## src/wor_pkg.sv

```systemverilog
// package for the write-once option register bank
// assumes a wishbone classic slave with 8-bit data in the low lanes
package wor_pkg;

  // ********************************
  // register map (byte addresses)
  // ********************************
  localparam logic [7:0] OPT_TWO_ADDR = 8'h1e;
  localparam logic [7:0] OPT_ONE_ADDR = 8'h1f;
  localparam logic [7:0] STAT_ADDR    = 8'h20;

  // ********************************
  // option word one fields
  // ********************************
  localparam int WDOG_RATE_BIT    = 7;
  localparam int MON_IN_STOP_BIT  = 6;
  localparam int MON_RST_DIS_BIT  = 5;
  localparam int MON_PWR_DIS_BIT  = 4;
  localparam int MON_VMODE_BIT    = 3;
  localparam int SHORT_REC_BIT    = 2;
  localparam int STOP_EN_BIT      = 1;
  localparam int WDOG_DIS_BIT     = 0;

  // ********************************
  // option word two fields
  // ********************************
  localparam int INT_PULLUP_OFF_BIT = 7;
  localparam int INT_FUNC_ON_BIT    = 6;
  localparam int OSC_HIGH_BIT       = 1;
  localparam int OSC_LOW_BIT        = 0;
  localparam int RST_FUNC_ON_BIT    = 5;

  localparam logic [7:0] OPT_ONE_RESET = 8'h00;
  localparam logic [7:0] OPT_TWO_RESET = 8'h00;

  // ********************************
  // timing counts in oscillator cycles
  // ********************************
  localparam logic [17:0] WDOG_SHORT_CYC = 18'd8176;
  localparam logic [17:0] WDOG_LONG_CYC  = 18'd262128;
  localparam logic [14:0] WAKE_SHORT_CYC = 15'd512;
  localparam logic [14:0] WAKE_LONG_CYC  = 15'd16384;
  localparam logic [12:0] REC_SHORT_CYC  = 13'd32;
  localparam logic [12:0] REC_LONG_CYC   = 13'd4096;

endpackage

```

## src/wor_option_regs.sv

```systemverilog
// write-once option registers with wishbone classic slave
// assumes por is high during power-on reset together with rst
//
// Function
// each option word accepts one software write per reset, held until reset
// word two at 0x1e, word one at 0x1f, both always readable
// word one bits 7..0 hold rate, stop-monitor, monitor controls, recovery, stop, dog
// any reset clears word one except voltage mode; power-on clears all
// reset-pin enable cleared only by power-on reset
// outside stop, rate bit picks 8176 or 262128 cycle watchdog timeout
// in stop, rate bit picks 512 or 16384 wakeup oscillator cycles
// short recovery bit picks 32 or 4096 cycle stop exit delay
// stop exit from monitor reset always uses the long delay
// stop enable clear makes the stop instruction an illegal opcode
// watchdog disable bit set turns the watchdog off
// monitor runs in stop only when in-stop set and power-disable clear
// monitor reset disable blocks monitor resets
// monitor power disable powers the monitor down
// voltage mode bit picks 5-V trip when set, 3-V when clear
// two-bit oscillator field selects internal, external, rc or crystal
// interrupt-pin function bit enables the interrupt input
// interrupt pullup bit set disconnects the pullup
// software should write the options right after reset
// each word has its own lock; later writes ignored silently
// field positions in word two are implementer chosen
//
// Our own choice: the Wishbone slave port.
`timescale 1ns/1ps

module wor_option_regs
(
  input  wire logic        core_clk,
  input  wire logic        rst,
  input  wire logic        por,
  input  wire logic        in_stop,
  input  wire logic        wake_by_monitor,
  input  wire logic        monitor_reset_req,
  input  wire logic        wb_cyc_i,
  input  wire logic        wb_stb_i,
  input  wire logic        wb_we_i,
  input  wire logic [7:0]  wb_adr_i,
  input  wire logic [3:0]  wb_sel_i,
  input  wire logic [31:0] wb_dat_i,
  output logic      [31:0] wb_dat_o,
  output logic             wb_ack_o,
  output logic      [17:0] watchdog_timeout,
  output logic      [14:0] wakeup_period,
  output logic      [12:0] stop_recovery,
  output logic             stop_illegal,
  output logic             watchdog_enable,
  output logic             monitor_on,
  output logic             monitor_reset,
  output logic             monitor_5v_mode,
  output logic      [1:0]  osc_select,
  output logic             int_pin_function_on,
  output logic             int_pin_pullup_on,
  output logic             reset_pin_function_on
);

  // ********************************
  // bus decode
  // ********************************
  function automatic logic hit(input logic [7:0] a, input logic [7:0] target);
    hit = (a == target);
  endfunction

  logic [7:0] word_one_q;
  logic [7:0] word_two_q;
  logic       lock_one_q;
  logic       lock_two_q;
  logic       req;
  logic       wr_lane0;
  logic       wr_one;
  logic       wr_two;

  assign req      = wb_cyc_i && wb_stb_i && !wb_ack_o;
  assign wr_lane0 = req && wb_we_i && wb_sel_i[0];

  // write strobes per option word, lock state not yet applied
  assign wr_one   = wr_lane0 && hit(wb_adr_i, wor_pkg::OPT_ONE_ADDR);
  assign wr_two   = wr_lane0 && hit(wb_adr_i, wor_pkg::OPT_TWO_ADDR);

  always_ff @(posedge core_clk)
  begin
    if (rst)
      wb_ack_o <= 1'b0;
    else
      wb_ack_o <= req;
  end

  // ********************************
  // write-once locks
  // ********************************
  always_ff @(posedge core_clk)
  begin
    if (rst)
    begin
      lock_one_q <= 1'b0;
      lock_two_q <= 1'b0;
    end
    else
    begin
      if (wr_one)
        lock_one_q <= 1'b1;
      if (wr_two)
        lock_two_q <= 1'b1;
    end
  end

  // ********************************
  // option word one
  // ********************************
  always_ff @(posedge core_clk)
  begin
    if (rst && por)
      word_one_q <= wor_pkg::OPT_ONE_RESET;
    else if (rst)
    begin
      word_one_q <= wor_pkg::OPT_ONE_RESET;
      word_one_q[wor_pkg::MON_VMODE_BIT] <= word_one_q[wor_pkg::MON_VMODE_BIT];
    end
    else if (wr_one && !lock_one_q)
      word_one_q <= wb_dat_i[7:0]; // see R1 //
  end

  // ********************************
  // option word two
  // ********************************
  always_ff @(posedge core_clk)
  begin
    if (rst && por)
      word_two_q <= wor_pkg::OPT_TWO_RESET;
    else if (rst)
    begin
      word_two_q <= wor_pkg::OPT_TWO_RESET;
      word_two_q[wor_pkg::RST_FUNC_ON_BIT] <= word_two_q[wor_pkg::RST_FUNC_ON_BIT];
    end
    else if (wr_two && !lock_two_q)
      word_two_q <= wb_dat_i[7:0]; // see R1 //
  end

  // ********************************
  // read data
  // ********************************
  always_ff @(posedge core_clk)
  begin
    if (rst)
      wb_dat_o <= 32'h0000_0000;
    else if (req && !wb_we_i)
    begin
      if (hit(wb_adr_i, wor_pkg::OPT_ONE_ADDR))
        wb_dat_o <= {24'h00_0000, word_one_q};
      else if (hit(wb_adr_i, wor_pkg::OPT_TWO_ADDR))
        wb_dat_o <= {24'h00_0000, word_two_q};
      else if (hit(wb_adr_i, wor_pkg::STAT_ADDR))
        wb_dat_o <= {30'h0000_0000, lock_two_q, lock_one_q};
      else
        wb_dat_o <= 32'h0000_0000;
    end
  end

  // ********************************
  // option outputs
  // ********************************
  // timing counts: the counting itself lives outside this block
  always_ff @(posedge core_clk)
  begin
    if (rst)
      watchdog_timeout <= wor_pkg::WDOG_LONG_CYC;
    else
      watchdog_timeout <= word_one_q[wor_pkg::WDOG_RATE_BIT] ?
                          wor_pkg::WDOG_SHORT_CYC : wor_pkg::WDOG_LONG_CYC;
  end

  always_ff @(posedge core_clk)
  begin
    if (rst)
      wakeup_period <= wor_pkg::WAKE_LONG_CYC;
    else
      wakeup_period <= word_one_q[wor_pkg::WDOG_RATE_BIT] ?
                       wor_pkg::WAKE_SHORT_CYC : wor_pkg::WAKE_LONG_CYC;
  end

  // a monitor-caused wake never gets the short delay
  always_ff @(posedge core_clk)
  begin
    if (rst)
      stop_recovery <= wor_pkg::REC_LONG_CYC;
    else if (word_one_q[wor_pkg::SHORT_REC_BIT] && !wake_by_monitor)
      stop_recovery <= wor_pkg::REC_SHORT_CYC;
    else
      stop_recovery <= wor_pkg::REC_LONG_CYC;
  end

  // ********************************
  // option enables
  // ********************************
  always_ff @(posedge core_clk)
  begin
    if (rst)
      stop_illegal <= 1'b1;
    else
      stop_illegal <= !word_one_q[wor_pkg::STOP_EN_BIT];
  end

  always_ff @(posedge core_clk)
  begin
    if (rst)
      watchdog_enable <= 1'b1;
    else
      watchdog_enable <= !word_one_q[wor_pkg::WDOG_DIS_BIT];
  end

  always_ff @(posedge core_clk)
  begin
    if (rst)
      monitor_on <= 1'b1;
    else
      monitor_on <= !word_one_q[wor_pkg::MON_PWR_DIS_BIT] &&
                    (!in_stop || word_one_q[wor_pkg::MON_IN_STOP_BIT]); // see R12 //
  end

  always_ff @(posedge core_clk)
  begin
    if (rst)
      monitor_reset <= 1'b0;
    else
      monitor_reset <= monitor_reset_req && !word_one_q[wor_pkg::MON_RST_DIS_BIT];
  end

  always_ff @(posedge core_clk)
  begin
    if (rst)
      monitor_5v_mode <= 1'b0;
    else
      monitor_5v_mode <= word_one_q[wor_pkg::MON_VMODE_BIT];
  end

  always_ff @(posedge core_clk)
  begin
    if (rst)
      osc_select <= 2'h0;
    else
      osc_select <= {word_two_q[wor_pkg::OSC_HIGH_BIT],
                     word_two_q[wor_pkg::OSC_LOW_BIT]};
  end

  always_ff @(posedge core_clk)
  begin
    if (rst)
      int_pin_function_on <= 1'b0;
    else
      int_pin_function_on <= word_two_q[wor_pkg::INT_FUNC_ON_BIT];
  end

  always_ff @(posedge core_clk)
  begin
    if (rst)
      int_pin_pullup_on <= 1'b1;
    else
      int_pin_pullup_on <= !word_two_q[wor_pkg::INT_PULLUP_OFF_BIT];
  end

  always_ff @(posedge core_clk)
  begin
    if (rst)
      reset_pin_function_on <= 1'b0;
    else
      reset_pin_function_on <= word_two_q[wor_pkg::RST_FUNC_ON_BIT];
  end

  // ********************************
  // checks
  // ********************************
  a_lock_holds_one: assert property (@(posedge core_clk) disable iff (rst)
    lock_one_q |=> $stable(word_one_q))
    else $error("word one changed after lock");

  a_lock_holds_two: assert property (@(posedge core_clk) disable iff (rst)
    lock_two_q |=> $stable(word_two_q))
    else $error("word two changed after lock");

  a_read_one: assert property (@(posedge core_clk) disable iff (rst)
    req && !wb_we_i && hit(wb_adr_i, wor_pkg::OPT_ONE_ADDR)
      |=> wb_dat_o[7:0] == $past(word_one_q))
    else $error("word one read mismatch");

  a_vmode_kept: assert property (@(posedge core_clk)
    rst && !por |=> word_one_q[wor_pkg::MON_VMODE_BIT] ==
      $past(word_one_q[wor_pkg::MON_VMODE_BIT]))
    else $error("voltage mode lost on warm reset");

  a_rstpin_kept: assert property (@(posedge core_clk)
    rst && !por |=> word_two_q[wor_pkg::RST_FUNC_ON_BIT] ==
      $past(word_two_q[wor_pkg::RST_FUNC_ON_BIT]))
    else $error("reset pin enable lost on warm reset");

  a_por_clears: assert property (@(posedge core_clk)
    rst && por |=> word_one_q == 8'h00 && word_two_q == 8'h00)
    else $error("power-on reset left bits set");

  a_recovery_sel: assert property (@(posedge core_clk) disable iff (rst)
    wake_by_monitor |=> stop_recovery == wor_pkg::REC_LONG_CYC)
    else $error("monitor wake used short recovery");

  a_rate_sel: assert property (@(posedge core_clk) disable iff (rst)
    word_one_q[wor_pkg::WDOG_RATE_BIT] ##1 $stable(word_one_q)
      |-> watchdog_timeout == wor_pkg::WDOG_SHORT_CYC)
    else $error("watchdog rate wrong");

  a_stop_illegal: assert property (@(posedge core_clk) disable iff (rst)
    !word_one_q[wor_pkg::STOP_EN_BIT] |=> stop_illegal)
    else $error("stop allowed while disabled");

  a_mon_reset: assert property (@(posedge core_clk) disable iff (rst)
    word_one_q[wor_pkg::MON_RST_DIS_BIT] |=> !monitor_reset)
    else $error("monitor reset not blocked");

  a_mon_reset_pass: assert property (@(posedge core_clk) disable iff (rst)
    monitor_reset_req && !word_one_q[wor_pkg::MON_RST_DIS_BIT] |=> monitor_reset)
    else $error("monitor reset not passed");

  a_first_write: assert property (@(posedge core_clk) disable iff (rst)
    wr_one && !lock_one_q |=> word_one_q == $past(wb_dat_i[7:0]))
    else $error("first write to word one lost");

  a_lock_sets: assert property (@(posedge core_clk) disable iff (rst)
    wr_two |=> lock_two_q)
    else $error("word two lock not set");

  a_ack_pulse: assert property (@(posedge core_clk) disable iff (rst)
    wb_ack_o |=> !wb_ack_o)
    else $error("ack longer than one cycle");

  a_wdog_long: assert property (@(posedge core_clk) disable iff (rst)
    !word_one_q[wor_pkg::WDOG_RATE_BIT] |=> watchdog_timeout == wor_pkg::WDOG_LONG_CYC)
    else $error("watchdog long rate wrong");

  a_wake_short: assert property (@(posedge core_clk) disable iff (rst)
    word_one_q[wor_pkg::WDOG_RATE_BIT] |=> wakeup_period == wor_pkg::WAKE_SHORT_CYC)
    else $error("short wakeup period wrong");

  a_wake_long: assert property (@(posedge core_clk) disable iff (rst)
    !word_one_q[wor_pkg::WDOG_RATE_BIT] |=> wakeup_period == wor_pkg::WAKE_LONG_CYC)
    else $error("long wakeup period wrong");

  a_recovery_short: assert property (@(posedge core_clk) disable iff (rst)
    word_one_q[wor_pkg::SHORT_REC_BIT] && !wake_by_monitor
      |=> stop_recovery == wor_pkg::REC_SHORT_CYC)
    else $error("short recovery not used");

  a_stop_legal: assert property (@(posedge core_clk) disable iff (rst)
    word_one_q[wor_pkg::STOP_EN_BIT] |=> !stop_illegal)
    else $error("stop refused while enabled");

  a_wdog_off: assert property (@(posedge core_clk) disable iff (rst)
    word_one_q[wor_pkg::WDOG_DIS_BIT] |=> !watchdog_enable)
    else $error("watchdog not disabled");

  a_wdog_on: assert property (@(posedge core_clk) disable iff (rst)
    !word_one_q[wor_pkg::WDOG_DIS_BIT] |=> watchdog_enable)
    else $error("watchdog not enabled");

  a_mon_stop_off: assert property (@(posedge core_clk) disable iff (rst)
    in_stop && !word_one_q[wor_pkg::MON_IN_STOP_BIT] |=> !monitor_on)
    else $error("monitor on in stop without enable");

  a_mon_power: assert property (@(posedge core_clk) disable iff (rst)
    word_one_q[wor_pkg::MON_PWR_DIS_BIT] |=> !monitor_on)
    else $error("monitor on while powered down");

  a_vmode_out: assert property (@(posedge core_clk) disable iff (rst)
    1'b1 |=> monitor_5v_mode == $past(word_one_q[wor_pkg::MON_VMODE_BIT]))
    else $error("voltage mode output wrong");

  a_osc_out: assert property (@(posedge core_clk) disable iff (rst)
    1'b1 |=> osc_select == $past({word_two_q[wor_pkg::OSC_HIGH_BIT],
      word_two_q[wor_pkg::OSC_LOW_BIT]}))
    else $error("oscillator select wrong");

  a_int_func: assert property (@(posedge core_clk) disable iff (rst)
    1'b1 |=> int_pin_function_on == $past(word_two_q[wor_pkg::INT_FUNC_ON_BIT]))
    else $error("interrupt pin function wrong");

  a_pullup_out: assert property (@(posedge core_clk) disable iff (rst)
    1'b1 |=> int_pin_pullup_on == !$past(word_two_q[wor_pkg::INT_PULLUP_OFF_BIT]))
    else $error("interrupt pullup wrong");

  a_rstpin_out: assert property (@(posedge core_clk) disable iff (rst)
    1'b1 |=> reset_pin_function_on == $past(word_two_q[wor_pkg::RST_FUNC_ON_BIT]))
    else $error("reset pin function wrong");

endmodule

```

## config.mk

```make
export PLATFORM = sky130hd
export DESIGN_NAME = wor_option_regs
export DESIGN_NICKNAME = d
export VERILOG_FILES = /design/src/wor_pkg.sv /design/src/wor_option_regs.sv
export SDC_FILE = /design/constraint.sdc
export NUM_CORES = 1
export LEC_CHECK = 0
export ABC_CLOCK_PERIOD_IN_PS = 4250
export BUFFER_PORTS_ARGS = -buffer_cell sky130_fd_sc_hd__clkbuf_2
export CORE_MARGIN = 2
export CORE_UTILIZATION = 44
export DETAILED_ROUTE_END_ITERATION = 10
export PLACE_DENSITY = 0.85
export SETUP_SLACK_MARGIN = 0.02
export SYNTH_ARGS = -nofsm -noshare
export SYNTH_HDL_FRONTEND = slang
export SYNTH_SLANG_ARGS = --single-unit
```

## constraint.sdc

```tcl
create_clock -name core_clk -period 4.25 [get_ports core_clk]
set_input_delay 0.85 -clock core_clk [delete_from_list [all_inputs] [get_ports core_clk]]
set_output_delay 0.85 -clock core_clk [all_outputs]
set_load 0.02 [all_outputs]
```

==> run metrics <==
status=finished, final reports clean; Worst Skew=4.91 ps; Final WS setup=about 1900 ps; Max Slew Vio Count=0; DRT antenna net count=0; Hold Path Class=flip-flop to flip-flop; critical path peak fanout=9; detailed-route DRC error count=0; CTS resizes=0; 1st-pass router iterations=4; first-pass GRT wire length=about 5300 um; share of cells above drive strength 1=between 20% and 30%; RSZ-0062 raised after global routing=no; via count=roughly 1400; Die H=around 72 um; commonest non-fill, non-tap cells in the layout=61 x conb_1, 53 x clkbuf_2, 41 x dfxtp_1, 25 x nor2_1, 12 x mux2i_1; Worst-Skew Late Latency=roughly 300 ps; kind of critical path=primary input to flip-flop; Leak=1.05 nW; Routability Congestion=between 0.8 and 0.9; Critical path origin=wb_adr_i[5]; core area=4380 um2; initial antenna violation count=0; Seq/Total Area, Yosys=between 40% and 50%; largest net degree at the start of global routing=between 40 and 50; die area=approximately 5100 um2; slew margin rel.=51.1%; R2R Path Start=wb_ack_o$_SDFF_PP0_; Clock Path Buffers=2; number of port buffers=53; hold buffers post-CTS=0; site row count=24; Netlist cell types=31; dpl ws=1570 ps; wire per inst=approximately 11 um; Fillers=roughly 410; Syn-to-layout area delta=6.35%; Ys Warns=0; crit share post-route=between 50% and 60%; root buffer selected by CTS=clkbuf_8; Ant. Diodes=0; MaxCap Viol Count=0; Pwr Density=around 340 nW/um2; vias in the first global route=around 1200; Crit path arrival time=between 2000 and 3000 ps; initial DRC count=a little under 100; worst reg-to-reg path cell count=5; Synth Area per Inst=9.22 um2; Post-DP HPWL=2620 um; Starting Density=45.9%; Final Hold Fails=0; Post-Syn Instances=218; final wirelength=3480 um; FF-to-FF setup slack=2290 ps; Nets=318; boundary pin count=142; worst setup path endpoint=word_two_q[5]$_SDFFE_PP0P_; GRT overflow=0; Final min period=about 2400 ps; flops & latches, synth=41; worst vdd ir=about 0.11 mV; Via density=4.45; R2R Path End=wb_dat_o[0]$_SDFFE_PP0P_; Worst-Margin Slew=734 ps; startpoint types=primary input; Synth Cell Area=~2000 um2; most common cell after layout, fill and taps aside=conb_1; Worst Setup End Kind=flip-flop; Post-CTS Setup Bufs=0; Fmax achieved=about 420 MHz; number of CTS-inserted buffers=5; hold path depth=1; clock-pin slew on the worst setup and hold paths=70 ps; final number of setup-violating endpoints=0; H-tree levels=2; TritonCTS clock tree=built; total clock sinks=between 40 and 50; Global Route Usage Sum=between 10% and 20%; Critical Path RT=approximately 4500 ps; die width=71.6 um; Setup TNS=0 ps
## synth_stat cells
library cell / instances / share of area [%]
or3b_1: 1 / 0.44
and4b_1: 1 / 0.50
nand4b_1: 1 / 0.44
nand4_1: 1 / 0.31
and3b_1: 3 / 1.3
nand3_1: 1 / 0.25
a21oi_1: 2 / 0.50
dfxtp_1: 41 / 41
a21o_1: 1 / 0.37
o21ai_0: 4 / 1.0
o21bai_1: 1 / 0.37
inv_1: 4 / 0.75
or4_4: 1 / 0.56
nor4bb_1: 1 / 0.50
a22oi_1: 6 / 2.2
mux2i_1: 12 / 6.0
nor2_1: 25 / 4.7
buf_2: 1 / 0.25
buf_6: 1 / 0.56
nor2b_1: 7 / 2.2
a221oi_1: 2 / 0.87
conb_1: 2 / 0.37
nand2b_1: 3 / 0.93
nor3b_1: 1 / 0.37
nand2_1: 5 / 0.93
a211oi_1: 6 / 2.2
nor4_1: 4 / 1.2
nand3b_1: 7 / 2.6
or4b_4: 1 / 0.68
clkbuf_1: 6 / 1.1
buf_4: 66 / 25
## metal layers
layer | vias to the layer above | GRT usage, % | share of wire [%]
met5 | - | 0 | 0
met4 | 0 | 7.97 | 2.8
met3 | 9 | 5.77 | 8.4
met2 | 64 | 24.4 | 53
met1 | 646 | 12.9 | 36
li1 | 696 | - | -
## flip-flops by register name (all words and copies together) (netlist names), 2 cells and up
name,flops
osc_select,2
stop_recovery,2
wb_dat_o,8
word_one_q,8
word_two_q,8
## worst min-delay path by stage
stage	startpoint	slack [ps]	endpoint
2_1_floorplan	word_one_q[1]$_SDFFE_PP0P_	380	stop_illegal$_SDFF_PP1_
3_3_place_gp	word_one_q[1]$_SDFFE_PP0P_	400	stop_illegal$_SDFF_PP1_
3_5_place_dp	word_one_q[1]$_SDFFE_PP0P_	400	stop_illegal$_SDFF_PP1_
4_1_cts	word_one_q[1]$_SDFFE_PP0P_	420	stop_illegal$_SDFF_PP1_
5_1_grt	word_two_q[7]$_SDFFE_PP0P_	440	int_pin_pullup_on$_SDFF_PP1_
6_report	word_one_q[1]$_SDFFE_PP0P_	420	stop_illegal$_SDFF_PP1_
## power by group
group          internal, mW  switching (mW)  total, mW
Clock                 0.114           0.127      0.241
Combinational        0.0202          0.0753     0.0955
Sequential            0.389         0.00250      0.392
## stage by stage
stage	hold slack [ps]	utilization, %	std cells	power [mW]	cell area (um2)
after global placement	399	46.9	310	0.493	2060
after CTS	418	48.8	318	0.732	2140
after global routing	441	48.8	318	0.753	2140
after detailed placement	401	46.9	310	0.495	2060
final	420	48.8	318	0.728	2140
after floorplan	382	-	277	0.514	2230
## layout make-up
cell class                 count  area, um2  area share, %
sequential                    41        821           38.4
multi-input combinational    158        875           40.9
inverter                       4       15.0          0.702
timing repair buffer          55        280           13.1
tap                           52       65.1           3.04
clock buffer                   6       72.6           3.39
clock inverter                 2       10.0          0.468
## worst max-delay path: stages
cell and delay [ps]:
clkbuf_2 90, or4b_4 570, or4_4 650, or3b_1 380, nand3_1 80
## cell families (layout without fill, tap and decap cells)
group | Yosys count | after routing | synth area share [%]
and+or+nand+nor | 63 | 63 | 17.9
AOI/OAI and AO/OA | 22 | 22 | 7.59
buffers and inverters | 78 | 67 | 27.3
muxes | 12 | 12 | 5.97
other | 2 | 61 | 0.374
DFF | 41 | 41 | 40.8
Power figures use the tool's default switching activity.
